[config.mk]
export PLATFORM = sky130hd
export DESIGN_NAME = setup_raster_state_decode
export DESIGN_NICKNAME = d
export VERILOG_FILES = /design/src/include/setup_pkg.sv /design/src/include/setup_cfg_if.sv /design/src/desc_capture.sv /design/src/cull_eval.sv /design/src/setup_raster_state_decode.sv
export VERILOG_INCLUDE_DIRS = /design/src /design/src/include
export SDC_FILE = /design/constraint.sdc
export NUM_CORES = 1
export LEC_CHECK = 0
export BUFFER_PORTS_ARGS = -buffer_cell sky130_fd_sc_hd__clkbuf_2
export CAP_MARGIN = 0
export CELL_PAD_IN_SITES_DETAIL_PLACEMENT = 1
export CELL_PAD_IN_SITES_GLOBAL_PLACEMENT = 2
export CORE_ASPECT_RATIO = 1.75
export CORE_MARGIN = 2
export CORE_UTILIZATION = 40
export CTS_CLUSTER_DIAMETER = 50
export CTS_CLUSTER_SIZE = 28
export DETAILED_ROUTE_END_ITERATION = 10
export PLACE_DENSITY = 0.84
export SLEW_MARGIN = 15
export SYNTH_ARGS = -nofsm -noshare
export SYNTH_HDL_FRONTEND = slang
export SYNTH_HIERARCHICAL = 1
export SYNTH_SLANG_ARGS = --single-unit
[constraint.sdc]
create_clock -name clk -period 4.5 [get_ports clk]
set_clock_uncertainty 0.2 [all_clocks]
set_input_delay 0.9 -clock clk [delete_from_list [all_inputs] [get_ports clk]]
set_output_delay 0.9 -clock clk [all_outputs]
set_load 0.005 [all_outputs]
[src/include/srsd_params.svh]
// field positions, word numbers and reset values of the setup state descriptor
`ifndef SRSD_PARAMS_SVH
`define SRSD_PARAMS_SVH
`define W_FIRST 3'h3
`define W_LAST 3'h7
`define W_VTX 3'h3
`define W_THR 3'h4
`define W_VP 3'h5
`define W_RAS 3'h6
`define W_LIN 3'h7
`define WORD_RST 32'h0000_0000
`define VRL_H 16
`define VRL_L 11
`define VRO_H 9
`define VRO_L 4
`define GRF_H 3
`define GRF_L 0
`define THR_H 30
`define THR_L 25
`define ESZ_H 24
`define ESZ_L 19
`define ECN_H 18
`define ECN_L 11
`define STAT_B 10
`define VPO_H 31
`define VPO_L 5
`define VPX_B 1
`define WIND_B 0
`define AA_B 31
`define CULL_H 30
`define CULL_L 29
`define CAP_H 23
`define CAP_L 22
`define PTR_H 21
`define PTR_L 20
`define SCIS_B 17
`define BX_H 16
`define BX_L 13
`define BY_H 12
`define BY_L 9
`define LPX_B 31
`define TPV_H 30
`define TPV_L 29
`define LPV_H 28
`define LPV_L 27
`define BIAS_ZERO 4'h0
`define BIAS_HALF 4'h8
`endif

[src/include/setup_pkg.sv]
// shared types of the setup state decode block
`include "srsd_params.svh"
package setup_pkg;
   typedef logic [`W_LAST:`W_FIRST][31:0] desc_t;
   typedef enum logic [1:0] {cull_all, cull_nothing, cull_front_facing, cull_back_facing} cull_e;
   typedef enum logic [1:0] {prim_point, prim_line, prim_tri, prim_rect} prim_e;
   typedef enum logic {tie_rule_top_left, tie_rule_top_right} tie_e;
   typedef enum logic {fence_idle, fence_wait} fence_e;
endpackage : setup_pkg

[src/include/setup_cfg_if.sv]
// descriptor words and orientation controls passed between the setup decode modules
`timescale 1ns/1ns
`default_nettype none
interface setup_cfg_if;
   import setup_pkg::*;
   desc_t words;
   cull_e cull;
   logic front_ccw;
   logic last_px_en;
   logic [1:0] tri_pv;
   logic [1:0] line_pv;
   modport capture(output words);
   modport judge(input cull, input front_ccw, input last_px_en, input tri_pv, input line_pv);
endinterface : setup_cfg_if
`default_nettype wire

[src/desc_capture.sv]
// holds the five descriptor words written by driver software
`timescale 1ns/1ns
`default_nettype none
module desc_capture (
   input wire logic clk,
   input wire logic reset,
   input wire logic wr,
   input wire logic [2:0] idx,
   input wire logic [31:0] data,
   setup_cfg_if.capture cfg
);
   import setup_pkg::*;
   typedef struct packed {
      desc_t words;
   } cap_s;
   cap_s st_q;
   cap_s st_d;
   always_comb begin
      st_d = st_q;
      // words below the first decoded one are not held here
      if (wr && idx >= `W_FIRST) begin
         st_d.words[idx] = data;
      end
   end
   always_ff @(posedge clk) begin
      if (reset) begin
         st_q <= '{words: {5{`WORD_RST}}};
      end else begin
         st_q <= st_d;
      end
   end
   assign cfg.words = st_q.words;
   chk_word_store_hold:
      assert property (@(posedge clk) disable iff (reset) wr && idx >= `W_FIRST |=> st_q.words[$past(idx)] == $past(data))
      else $error("descriptor word not stored");
endmodule : desc_capture
`default_nettype wire

[src/cull_eval.sv]
// per-primitive facing, culling, provoking vertex and last-pixel decisions
`timescale 1ns/1ns
`default_nettype none
module cull_eval (
   setup_cfg_if.judge cfg,
   input wire setup_pkg::prim_e prim_kind,
   input wire logic prim_cw,
   input wire logic line_list,
   input wire logic line_last_seg,
   input wire logic line_diamond,
   output logic discard,
   output logic front,
   output logic [1:0] pv,
   output logic last_px
);
   import setup_pkg::*;
   always_comb begin
      front = (prim_kind == prim_tri) && (prim_cw ^ cfg.front_ccw);
      discard = 1'b0;
      if (prim_kind == prim_tri) begin
         case (cfg.cull)
            cull_all: discard = 1'b1;
            cull_nothing: discard = 1'b0;
            cull_front_facing: discard = front;
            cull_back_facing: discard = !front;
            default: discard = 1'b0;
         endcase
      end
      case (prim_kind)
         prim_tri: pv = cfg.tri_pv;
         // reserved line codes fall back to the first vertex
         prim_line: pv = cfg.line_pv[1] ? 2'h0 : cfg.line_pv;
         default: pv = 2'h0;
      endcase
      last_px = cfg.last_px_en && prim_kind == prim_line && line_diamond
         && (line_list || line_last_seg);
   end
endmodule : cull_eval
`default_nettype wire

[src/setup_raster_state_decode.sv]
// setup stage state descriptor decode with per-primitive orientation decisions
`timescale 1ns/1ns
`default_nettype none
module setup_raster_state_decode (
   input wire logic clk,
   input wire logic reset,
   input wire logic desc_wr,
   input wire logic [2:0] desc_idx,
   input wire logic [31:0] desc_data,
   input wire logic [31:0] state_base,
   input wire logic fence_done,
   input wire logic prim_valid,
   input wire setup_pkg::prim_e prim_kind,
   input wire logic prim_cw,
   input wire logic line_list,
   input wire logic line_last_seg,
   input wire logic line_diamond,
   output logic [5:0] vtx_read_len,
   output logic [5:0] vtx_read_off,
   output logic [3:0] grf_start,
   output logic [6:0] max_threads,
   output logic [6:0] entry_size,
   output logic [7:0] entry_count,
   output logic fence_pending,
   output logic stats_en,
   output logic [31:0] viewport_addr,
   output logic xform_en,
   output logic aa_en,
   output logic [4:0] cap_quarter,
   output var setup_pkg::tie_e point_tie,
   output logic scissor_en,
   output logic bias_x_half,
   output logic bias_y_half,
   output logic cfg_bad,
   output logic res_valid,
   output logic res_discard,
   output logic res_front,
   output logic [1:0] res_pv,
   output logic res_last_px,
   output logic stat_inc
);
   import setup_pkg::*;

   typedef struct packed {
      fence_e fence;
      logic [5:0] vrl;
      logic [5:0] vro;
      logic [3:0] general_register_file;
      logic [6:0] thr;
      logic [5:0] esz;
      logic [7:0] ecn;
      logic stats;
      logic [31:0] vp_addr;
      logic xform;
      logic aa;
      logic [4:0] cap_q;
      tie_e tie;
      logic scis;
      logic bxh;
      logic byh;
      logic bad;
      logic r_valid;
      logic r_discard;
      logic r_front;
      logic [1:0] r_pv;
      logic r_last;
      logic r_stat;
   } st_s;

   localparam st_s ST_RST = '0;

   st_s st_q;
   st_s st_d;
   desc_t w;
   logic ev_discard;
   logic ev_front;
   logic ev_last_px;
   logic [1:0] ev_pv;
   logic [5:0] esz_new;
   logic [7:0] ecn_new;
   logic [3:0] bx;
   logic [3:0] by;
   logic bias_bad;

   setup_cfg_if cfg_bus ();

   desc_capture u_capture (
      .clk(clk),
      .reset(reset),
      .wr(desc_wr),
      .idx(desc_idx),
      .data(desc_data),
      .cfg(cfg_bus.capture)
   );

   cull_eval u_cull (
      .cfg(cfg_bus.judge),
      .prim_kind(prim_kind),
      .prim_cw(prim_cw),
      .line_list(line_list),
      .line_last_seg(line_last_seg),
      .line_diamond(line_diamond),
      .discard(ev_discard),
      .front(ev_front),
      .pv(ev_pv),
      .last_px(ev_last_px)
   );

   assign w = cfg_bus.words;
   assign cfg_bus.cull = cull_e'(w[`W_RAS][`CULL_H:`CULL_L]);
   assign cfg_bus.front_ccw = w[`W_VP][`WIND_B];
   assign cfg_bus.last_px_en = w[`W_LIN][`LPX_B];
   assign cfg_bus.tri_pv = w[`W_LIN][`TPV_H:`TPV_L];
   assign cfg_bus.line_pv = w[`W_LIN][`LPV_H:`LPV_L];

   assign esz_new = w[`W_THR][`ESZ_H:`ESZ_L];
   assign ecn_new = w[`W_THR][`ECN_H:`ECN_L];
   assign bx = w[`W_RAS][`BX_H:`BX_L];
   assign by = w[`W_RAS][`BY_H:`BY_L];
   assign bias_bad = (bx != `BIAS_ZERO && bx != `BIAS_HALF) || (by != `BIAS_ZERO && by != `BIAS_HALF);

   always_comb begin
      st_d = st_q;
      st_d.vrl = w[`W_VTX][`VRL_H:`VRL_L];
      st_d.vro = w[`W_VTX][`VRO_H:`VRO_L];
      st_d.general_register_file = w[`W_VTX][`GRF_H:`GRF_L];
      st_d.thr = {1'b0, w[`W_THR][`THR_H:`THR_L]} + 7'h01;
      st_d.stats = w[`W_THR][`STAT_B];
      st_d.vp_addr = state_base + {w[`W_VP][`VPO_H:`VPO_L], 5'h00};
      st_d.xform = w[`W_VP][`VPX_B];
      st_d.aa = w[`W_RAS][`AA_B];
      // ramp width in quarter pixels
      case (w[`W_RAS][`CAP_H:`CAP_L])
         2'h0: st_d.cap_q = 5'h02;
         2'h1: st_d.cap_q = 5'h04;
         2'h2: st_d.cap_q = 5'h08;
         2'h3: st_d.cap_q = 5'h10;
         default: st_d.cap_q = 5'h02;
      endcase
      st_d.tie = tie_e'(w[`W_RAS][`PTR_L]);
      st_d.scis = w[`W_RAS][`SCIS_B];
      st_d.bxh = bx == `BIAS_HALF;
      st_d.byh = by == `BIAS_HALF;
      // flags settings whose behaviour is undefined or reserved
      st_d.bad = w[`W_VTX][`VRL_H:`VRL_L] == 6'h00
         || w[`W_RAS][`PTR_H]
         || w[`W_LIN][`LPV_H]
         || bias_bad;
      // entry geometry only takes effect at the partition fence
      case (st_q.fence)
         fence_idle: begin
            if (esz_new != st_q.esz || ecn_new != st_q.ecn) begin
               st_d.fence = fence_wait;
            end
         end
         fence_wait: begin
            if (fence_done) begin
               st_d.esz = esz_new;
               st_d.ecn = ecn_new;
               st_d.fence = fence_idle;
            end
         end
         default: st_d.fence = fence_idle;
      endcase
      st_d.r_valid = prim_valid;
      if (prim_valid) begin
         st_d.r_discard = ev_discard;
         st_d.r_front = ev_front;
         st_d.r_pv = ev_pv;
         st_d.r_last = ev_last_px;
      end
      st_d.r_stat = prim_valid && st_q.stats;
   end

   always_ff @(posedge clk) begin
      if (reset) begin
         st_q <= ST_RST;
      end else begin
         st_q <= st_d;
      end
   end

   assign vtx_read_len = st_q.vrl;
   assign vtx_read_off = st_q.vro;
   assign grf_start = st_q.general_register_file;
   assign max_threads = st_q.thr;
   assign entry_size = {1'b0, st_q.esz} + 7'h01;
   assign entry_count = st_q.ecn;
   assign fence_pending = st_q.fence == fence_wait;
   assign stats_en = st_q.stats;
   assign viewport_addr = st_q.vp_addr;
   assign xform_en = st_q.xform;
   assign aa_en = st_q.aa;
   assign cap_quarter = st_q.cap_q;
   assign point_tie = st_q.tie;
   assign scissor_en = st_q.scis;
   assign bias_x_half = st_q.bxh;
   assign bias_y_half = st_q.byh;
   assign cfg_bad = st_q.bad;
   assign res_valid = st_q.r_valid;
   assign res_discard = st_q.r_discard;
   assign res_front = st_q.r_front;
   assign res_pv = st_q.r_pv;
   assign res_last_px = st_q.r_last;
   assign stat_inc = st_q.r_stat;

   chk_read_len_zero:
      assert property (@(posedge clk) disable iff (reset) !$past(reset) && vtx_read_len == 6'h00 |-> cfg_bad)
      else $error("zero read length not flagged");
   chk_read_len_field:
      assert property (@(posedge clk) disable iff (reset) !reset |=> vtx_read_len == $past(w[`W_VTX][`VRL_H:`VRL_L]))
      else $error("read length does not follow descriptor");
   chk_read_offset:
      assert property (@(posedge clk) disable iff (reset) !reset |=> vtx_read_off == $past(w[`W_VTX][`VRO_H:`VRO_L]))
      else $error("read offset does not follow descriptor");
   chk_grf_start:
      assert property (@(posedge clk) disable iff (reset) !reset |=> grf_start == $past(w[`W_VTX][`GRF_H:`GRF_L]))
      else $error("start register does not follow descriptor");
   chk_thread_limit:
      assert property (@(posedge clk) disable iff (reset) !reset |=>
         max_threads == {1'b0, $past(w[`W_THR][`THR_H:`THR_L])} + 7'h01)
      else $error("thread limit is not field plus one");
   chk_fence_commit:
      assert property (@(posedge clk) disable iff (reset) fence_pending && fence_done |=>
         !fence_pending && entry_count == $past(ecn_new) && entry_size == {1'b0, $past(esz_new)} + 7'h01)
      else $error("entry geometry not committed at fence");
   chk_fence_hold:
      assert property (@(posedge clk) disable iff (reset) fence_pending && !fence_done |=>
         $stable(entry_count) && $stable(entry_size) && fence_pending)
      else $error("entry geometry changed without fence");
   chk_stats_pulse:
      assert property (@(posedge clk) disable iff (reset) !reset |=>
         stat_inc == ($past(prim_valid) && $past(stats_en)))
      else $error("statistics pulse wrong");
   chk_viewport_addr:
      assert property (@(posedge clk) disable iff (reset) !reset |=>
         viewport_addr == $past(state_base) + {$past(w[`W_VP][`VPO_H:`VPO_L]), 5'h00} && viewport_addr[4:0] == 5'h00)
      else $error("viewport address wrong");
   chk_xform_enable:
      assert property (@(posedge clk) disable iff (reset) !reset |=> xform_en == $past(w[`W_VP][`VPX_B]))
      else $error("transform enable wrong");
   chk_front_rule:
      assert property (@(posedge clk) disable iff (reset) prim_valid && prim_kind == prim_tri |=>
         res_front == ($past(prim_cw) ^ $past(w[`W_VP][`WIND_B])))
      else $error("facing decision wrong");
   chk_cull_back:
      assert property (@(posedge clk) disable iff (reset)
         prim_valid && prim_kind == prim_tri && w[`W_RAS][`CULL_H:`CULL_L] == 2'h3 |=> res_discard == !res_front)
      else $error("back culling wrong");
   chk_cull_all:
      assert property (@(posedge clk) disable iff (reset)
         prim_valid && prim_kind == prim_tri && w[`W_RAS][`CULL_H:`CULL_L] == 2'h0 ##1 !prim_valid |-> res_discard [*2])
      else $error("cull all kept a triangle");
   chk_cull_tri_only:
      assert property (@(posedge clk) disable iff (reset) prim_valid && prim_kind != prim_tri |=> !res_discard)
      else $error("non-triangle culled");
   chk_cap_width:
      assert property (@(posedge clk) disable iff (reset) !reset |=>
         (cap_quarter == 5'h08) == ($past(w[`W_RAS][`CAP_H:`CAP_L]) == 2'h2))
      else $error("end cap width wrong");
   chk_bias_half:
      assert property (@(posedge clk) disable iff (reset) !reset |=> bias_x_half == ($past(bx) == `BIAS_HALF))
      else $error("horizontal bias wrong");
   chk_last_wide_line:
      assert property (@(posedge clk) disable iff (reset) prim_valid && !line_diamond |=> !res_last_px)
      else $error("last pixel on non-diamond line");
   chk_strip_middle:
      assert property (@(posedge clk) disable iff (reset)
         prim_valid && prim_kind == prim_line && !line_list && !line_last_seg |=> !res_last_px)
      else $error("last pixel on inner strip segment");
   chk_tri_provoke:
      assert property (@(posedge clk) disable iff (reset) prim_valid && prim_kind == prim_tri |=>
         res_pv == $past(w[`W_LIN][`TPV_H:`TPV_L]))
      else $error("triangle provoking vertex wrong");
   chk_line_provoke:
      assert property (@(posedge clk) disable iff (reset) prim_valid && prim_kind == prim_line |=> res_pv[1] == 1'b0)
      else $error("line provoking vertex out of range");
   chk_line_provoke_second:
      assert property (@(posedge clk) disable iff (reset)
         prim_valid && prim_kind == prim_line && w[`W_LIN][`LPV_H:`LPV_L] == 2'h1 |=> res_pv == 2'h1)
      else $error("line provoking vertex not second");
   chk_result_hold:
      assert property (@(posedge clk) disable iff (reset) !prim_valid |=>
         $stable(res_pv) && $stable(res_front) && $stable(res_discard) && !res_valid)
      else $error("primitive result changed without a primitive");
   chk_cull_none:
      assert property (@(posedge clk) disable iff (reset)
         prim_valid && prim_kind == prim_tri && w[`W_RAS][`CULL_H:`CULL_L] == 2'h1 |=> !res_discard)
      else $error("cull none dropped a triangle");
   chk_cull_front:
      assert property (@(posedge clk) disable iff (reset)
         prim_valid && prim_kind == prim_tri && w[`W_RAS][`CULL_H:`CULL_L] == 2'h2 |=> res_discard == res_front)
      else $error("front culling wrong");
   chk_stats_off:
      assert property (@(posedge clk) disable iff (reset) !stats_en |=> !stat_inc)
      else $error("counter pulse while statistics off");
   chk_point_tie_right:
      assert property (@(posedge clk) disable iff (reset)
         !reset && w[`W_RAS][`PTR_H:`PTR_L] == 2'h1 |=> point_tie == tie_rule_top_right)
      else $error("point tie rule not top right");
   chk_point_tie_reserved:
      assert property (@(posedge clk) disable iff (reset) w[`W_RAS][`PTR_H] |=> cfg_bad)
      else $error("reserved point tie rule not flagged");
   chk_bias_vertical:
      assert property (@(posedge clk) disable iff (reset) !reset |=> bias_y_half == ($past(by) == `BIAS_HALF))
      else $error("vertical bias wrong");
   chk_last_list_line:
      assert property (@(posedge clk) disable iff (reset) prim_valid && prim_kind == prim_line && line_diamond
         && line_list && w[`W_LIN][`LPX_B] |=> res_last_px)
      else $error("last pixel missing on list line");
   chk_fence_raise:
      assert property (@(posedge clk) disable iff (reset) !fence_pending && ecn_new != entry_count |=> fence_pending)
      else $error("entry count change did not wait for fence");

   cov_tri_culled:
      cover property (@(posedge clk) disable iff (reset) res_valid && res_discard);
   cov_fence_commit:
      cover property (@(posedge clk) disable iff (reset) fence_pending ##1 !fence_pending);
   cov_last_pixel:
      cover property (@(posedge clk) disable iff (reset) res_valid && res_last_px);
   cov_stat_count:
      cover property (@(posedge clk) disable iff (reset) stat_inc [*2]);
   cov_line_second:
      cover property (@(posedge clk) disable iff (reset) res_valid && res_pv == 2'h1);
endmodule : setup_raster_state_decode
`default_nettype wire

==> flow_metrics.py, run 1 <==
metrics = {
    "worst_setup_path": {
        "critPathCaptureType": "flip-flop",
        "cp_num_buf_inv": 2,
        "r2r-end": "viewport_addr[29]",
        "critPathMaxStageDelay_ns": 0.50,
        "critPathArrivalTime_ns": 3.15,
        "path_cells": "clkbuf_2 > ha_1 > inv_1 > fa_1 > and2b_1 > o211ai_1 > a211oi_1 > o21a_1 > a211oi_1 > mux2_2",
        "ff2ff_setup_slack_ns": 1.59,
        "critPathLaunchType": "input pin",
        "crit_slowest_cell": "a211oi_1",
        "worstReg2RegStart": "u_capture/cfg.words[69]",
        "required_ns": 4.62,
        "crit_path_frequent_cell": "a211oi_1",
        "path_max_fanout": 4,
        "worstRegToRegCells": 9,
        "worst_path_dominant_cell_family": "compound AO/OA/AOI/OAI gates",
        "worstSetupPathType": "in -> reg",
    },
    "logic_synthesis": {
        "ys_warn_count": 6,
        "synth.avg_cell_area_um2": 9.54,
        "synthCells": 898,
        "synth_nets": 1007,
        "syn-cell-area_mm2": 0.00857,
    },
    "power_and_ir_drop": {
        "switching_share_pct": 24.3,
        "power.leakage_nw": 4.50,
        "switchingPower_mw": 0.872,
        "internal_power_mw": 2.72,
        "clockPowerShare_pct": 45.8,
        "finalPower_mw": 3.59,
        "power_frac_comb_pct": 8.9,
        "pwr-share-seq_pct": 45.3,
        "p_per_area_mw_per_mm2": 373,
        "irDropWorstVdd_v": 0.000270,
    },
    "clock_network": {
        "ctsResizeCount": 0,
        "clk_pin_slew_ns": 0.07,
        "clockBufferDepth": 2,
        "cts-hold-fix-buffers": 0,
        "post_cts_buffers": 0,
        "cts.sinks": 176,
        "clk-insertion-delay-late_ns": 0.43,
        "cts_buffers": 17,
        "root_buffer": "clkbuf_16",
        "cts_htree_levels": 4,
        "cts_tree": "done",
    },
    "timing": {
        "worst_pin_slew_ns": 0.784,
        "finalCritPeriodShare_pct": 67.4,
        "tns_ns": 0,
        "max_clock_freq_mhz": 330,
        "maxSlewHeadroom_pct": 47.5,
        "rsz0062_at_grt": "false",
        "setup_viol": 0,
        "finalHoldViolCount": 0,
        "period_minus_slack_ns": 3.03,
        "finalMaxSlewViolations": 0,
    },
    "detailed_routing": {
        "routedWlPerCell_um": 17.6,
        "routed_wl_mm": 21.7,
        "drt_iter0_drc": 146,
        "first_pass_iters": 4,
        "dr_total_vias": 6226,
        "drc": 0,
        "avgViaCountPerCell": 5.05,
        "antenna_left": 0,
    },
    "floorplanning": {
        "die_h_um": 198,
        "initial_core_util_pct": 40.9,
        "io_pins": 169,
        "coreArea_mm2": 0.0209,
        "die_area_mm2": 0.0226,
        "std_cell_rows": 70,
        "die_w_um": 115,
    },
    "placement": {
        "gp_congestion": 0.890,
        "dp_hpwl_mm": 16.7,
        "port_buffers": 167,
    },
    "global_route": {
        "grt_max_degree": 98,
        "grt_pass1_vias": 6549,
        "grt.overflow.total": 0,
        "antenna_found_initial": 0,
        "grt_pass1_wl_mm": 34.1,
        "track_usage_pct": 19.7,
    },
    "min_path": {
        "holdPathEnd": "vtx_read_off[0]",
        "hp-class": "reg -> reg",
        "whs_path_depth": 1,
        "hp-start": "u_capture/cfg.words[4]",
    },
    "job": {
        "drv_cap": 0,
    },
    "final_layout": {
        "area_delta_synth_final_pct": 12.5,
        "drive_gt1_share_pct": 23.1,
        "nNetsFinal": 1078,
        "diodes": 0,
    },
    "status": {
        "status": "complete, no violations",
    },
}
[worst max-delay path by stage]
stage                  startpoint                 to  slack, ns  cells after the start
global route        state_base[5]  viewport_addr[29]       1.29                     10
detailed placement  state_base[5]  viewport_addr[29]       0.96                     10
finish              state_base[5]  viewport_addr[29]       1.47                     10
global placement    state_base[5]  viewport_addr[29]       1.03                     10
CTS                 state_base[5]  viewport_addr[29]       1.41                     10
floorplan           state_base[5]  viewport_addr[29]       1.50                      9
[per-stage QoR]
stage	std cells	instance area [um2]	utilization, %	setup slack, ns	hold WS [ns]
final	1234	9640	46.1	1.47	0.267
after global routing	1234	9640	46.1	1.29	0.279
after CTS	1234	9640	46.1	1.41	0.270
after detailed placement	1202	8990	42.9	0.961	0.258
after global placement	1202	8990	42.9	1.03	0.247
after floorplan	898	8570	-	1.50	0.230
[metal layers]
| metal | up-vias | track usage [%] | wire [um] |
|---|---|---|---|
| met4 | 0 | 8.67 | 698 |
| met2 | 130 | 35.9 | 11600 |
| li1 | 3088 | - | - |
| met3 | 36 | 3.62 | 699 |
| met1 | 2972 | 21.8 | 8750 |
| met5 | - | 0 | 0 |
[state kept, by name, indices dropped and copies added (netlist names), 2 cells and up]
register             flops
vtx_read_off             6
grf_start                4
res_pv                   2
u_capture/cfg.words     87
entry_count              8
max_threads              7
st_q                     6
vtx_read_len             6
cap_quarter              4
viewport_addr           32
[cells in the final DEF (no fill, tap or decap), types with 3 or more instances in the layout]
cell type and count:
ha_1 30, nor2b_1 38, o211ai_1 6, inv_1 12
dfxtp_1 176, bufinv_16 4, xnor2_1 19, nor3_1 11
a21o_1 8, a21oi_1 43, mux2_2 8, and3_1 4
nand2b_1 120, a21boi_0 3, xor2_1 17, and2_1 7
clkbuf_2 166, inv_6 3, nor2_1 44, o21ai_0 15
nor4_1 3, o21a_1 4, o21bai_1 3, nand4_1 4
nand3_1 8, o2111a_1 3, a211oi_1 4, nand2_1 51
and3b_1 5, clkbuf_16 17, buf_4 5, mux2i_1 92
[power groups by stage]
| stage | clock network [mW] | logic [mW] | registers (mW) |
|---|---|---|---|
| floorplan | 0 | 0.235 | 1.66 |
| global placement | 0 | 0.320 | 1.66 |
| detailed placement | 0 | 0.323 | 1.66 |
| CTS | 1.69 | 0.326 | 1.63 |
| global route | 1.74 | 0.355 | 1.63 |
| finish | 1.65 | 0.318 | 1.63 |
[final cells by class]
| cell class | count | area, um2 |
|---|---|---|
| Clock inverter | 13 | 199 |
| Timing Repair Buffer | 173 | 900 |
| Tap cell | 252 | 315 |
| Fill cell | 2442 | 11300 |
| Clock buffer | 19 | 453 |
| Multi-Input combinational cell | 589 | 4210 |
| Sequential cell | 176 | 3520 |
| Inverter | 12 | 45.0 |
Note: power is estimated with default switching activity, not from simulation.
==> run 2, diff against run 1 <==
--- a/config.mk
+++ b/config.mk
@@ -12,11 +12,11 @@
 export CELL_PAD_IN_SITES_GLOBAL_PLACEMENT = 2
 export CORE_ASPECT_RATIO = 1.75
 export CORE_MARGIN = 2
-export CORE_UTILIZATION = 40
+export CORE_UTILIZATION = 33
 export CTS_CLUSTER_DIAMETER = 50
 export CTS_CLUSTER_SIZE = 28
 export DETAILED_ROUTE_END_ITERATION = 10
-export PLACE_DENSITY = 0.84
+export PLACE_DENSITY = 0.74
 export SLEW_MARGIN = 15
 export SYNTH_ARGS = -nofsm -noshare
 export SYNTH_HDL_FRONTEND = slang
==> constraint.sdc (replaced) <==
create_clock -name clk -period 2.65 [get_ports clk]
set_clock_uncertainty 0.2 [all_clocks]
set_input_delay 0.53 -clock clk [delete_from_list [all_inputs] [get_ports clk]]
set_output_delay 0.53 -clock clk [all_outputs]
set_load 0.005 [all_outputs]
==> flow_metrics.py, run 2 (synthesis gave the netlist of run 1 again) <==
metrics = {
    "timing": {
        "rsz0062_at_grt": "false",
        "finalMaxSlewViolations": 0,
        "worst_pin_slew_ns": 0.805,
        "finalCritPeriodShare_pct": 95.6,
        "maxSlewHeadroom_pct": 46.1,
        "setup_viol": 0,
        "finalHoldViolCount": 0,
        "max_clock_freq_mhz": 395,
        "period_minus_slack_ns": 2.53,
    },
    "global_route": {
        "use_met2_pct": 32.5,
        "track_usage_pct": 17.3,
        "antenna_found_initial": 2,
        "grt.overflow.total": 0,
        "grtUsageMet1_pct": 18.6,
        "grt_max_degree": 82,
        "use_met3_pct": 3.86,
        "grt_pass1_vias": 6915,
        "grt_busiest_layer": "met2",
        "grt_pass1_wl_mm": 36.6,
    },
    "floorplanning": {
        "initial_core_util_pct": 33.3,
        "die_w_um": 126,
        "die_h_um": 217,
        "io_pins": 169,
        "die_area_mm2": 0.0273,
        "std_cell_rows": 78,
        "coreArea_mm2": 0.0258,
    },
    "worst_setup_path": {
        "crit_slowest_cell": "mux2_2",
        "critPathArrivalTime_ns": 2.66,
        "critPathMaxStageDelay_ns": 0.36,
        "path_max_fanout": 4,
        "required_ns": 2.78,
        "critPathCaptureType": "flip-flop",
        "critPathLaunchType": "flip-flop",
        "worstSetupPathType": "reg -> reg",
        "path_cells": "ha_1 > a21o_1 > a21o_2 > a221oi_2 > o21ai_2 > a21boi_0 > mux2_2",
    },
    "final_layout": {
        "final_common_cell": "dfxtp_1",
        "largest_reg_flops": 87,
        "drive_gt1_share_pct": 28.7,
        "area_delta_synth_final_pct": 18.8,
        "fin_cells": 1367,
        "fin_area_mm2": 0.0102,
        "final_cell_mix": "dfxtp_1, clkbuf_2, nand2b_1",
        "nNetsFinal": 1142,
    },
    "clock_network": {
        "post_cts_buffers": 0,
        "cts_buffers": 17,
        "cts.sinks": 176,
        "root_buffer": "clkbuf_16",
        "clockBufferDepth": 2,
        "clk_pin_slew_ns": 0.07,
        "cts-hold-fix-buffers": 0,
        "cts_tree": "done",
        "cts_htree_levels": 4,
        "clk-insertion-delay-late_ns": 0.44,
    },
    "placement": {
        "dp_hpwl_mm": 18.4,
        "placed_cell_area_mm2": 0.00957,
        "place_inst": 1334,
        "port_buffers": 167,
        "gp_congestion": 0.786,
    },
    "detailed_routing": {
        "routed_wl_mm": 23.3,
        "dr_total_vias": 6453,
        "routedWlPerCell_um": 17.0,
        "antenna_left": 0,
        "drt_iter0_drc": 250,
        "avgViaCountPerCell": 4.72,
        "first_pass_iters": 4,
        "drc": 0,
    },
    "power_and_ir_drop": {
        "switchingPower_mw": 1.46,
        "internal_power_mw": 4.31,
        "p_per_area_mw_per_mm2": 568,
        "power_frac_comb_pct": 10.6,
        "pwr-share-seq_pct": 47.9,
        "clockPowerShare_pct": 41.5,
        "power.leakage_nw": 4.78,
        "irDropWorstVdd_v": 0.000425,
        "switching_share_pct": 25.3,
    },
    "job": {
        "drv_cap": 0,
    },
    "status": {
        "status": "complete, no violations",
    },
    "min_path": {
        "hp-class": "in -> reg",
    },
}
==> run 2: final timing paths <==
path | start | to | slack, ns | depth (start not counted)
min reg2reg | u_capture/cfg.words[65] | xform_en | 0.26 | 1
min | state_base[3] | viewport_addr[3] | 0.1 | 2
max | u_capture/cfg.words[75] | viewport_addr[26] | 0.12 | 7
max reg2reg | u_capture/cfg.words[75] | viewport_addr[26] | 0.12 | 7
==> run 2: final cells by class <==
type | instances | area [um2]
clock inverters | 13 | 111
fillers | 3040 | 15600
flip-flops and latches | 176 | 3520
diodes | 1 | 2.50
well taps | 320 | 400
repair buffers | 237 | 1390
inverters | 12 | 45.0
clock buffers | 19 | 433
multi-input cells | 589 | 4270
==> run 2: per-stage QoR <==
| stage | hold WS [ns] | setup WS (ns) | TNS, ns | power, mW | util [%] |
|---|---|---|---|---|---|
| 6_report | 0.0994 | 0.118 | 0 | 5.78 | 39.5 |
| 2_1_floorplan | 0.230 | 0.0208 | 0 | 3.21 | - |
| 3_3_place_gp | 0.248 | -0.260 | -2.00 | 3.44 | 37.1 |
| 3_5_place_dp | 0.253 | -0.279 | -2.42 | 3.45 | 37.1 |
| 5_1_grt | 0.0980 | 0.0124 | 0 | 6.04 | 39.5 |
| 4_1_cts | 0.0775 | 0.0174 | 0 | 5.88 | 39.3 |
==> run 2: metal layers <==
layer,vias to the layer above,part of all wire [%]
li1,3206,-
met1,3099,40
met2,115,54
met3,31,3.3
met4,2,2.6
met5,-,0.056
==> run 2: worst max-delay path: cells and delay by family (launching register included) <==
kind                       cells  cell delay (ns)
AOI/OAI and AO/OA              5             1.24
muxes                          1             0.36
DFF                            1             0.32
adders and majority gates      1             0.29
==> run 2: timing repair <==
action | CTS | global route
endpoints found under the setup margin | 1 | 11
gates resized for setup | 1 | 11
cloned | 0 | 0
pin swaps | 0 | 2
==> run 2: power groups by stage <==
| stage | sequential, mW | clock [mW] | combinational, mW |
|---|---|---|---|
| 2_1_floorplan | 2.81 | 0 | 0.399 |
| 3_3_place_gp | 2.83 | 0 | 0.611 |
| 3_5_place_dp | 2.83 | 0 | 0.619 |
| 4_1_cts | 2.77 | 2.49 | 0.622 |
| 5_1_grt | 2.77 | 2.59 | 0.681 |
| 6_report | 2.77 | 2.40 | 0.613 |
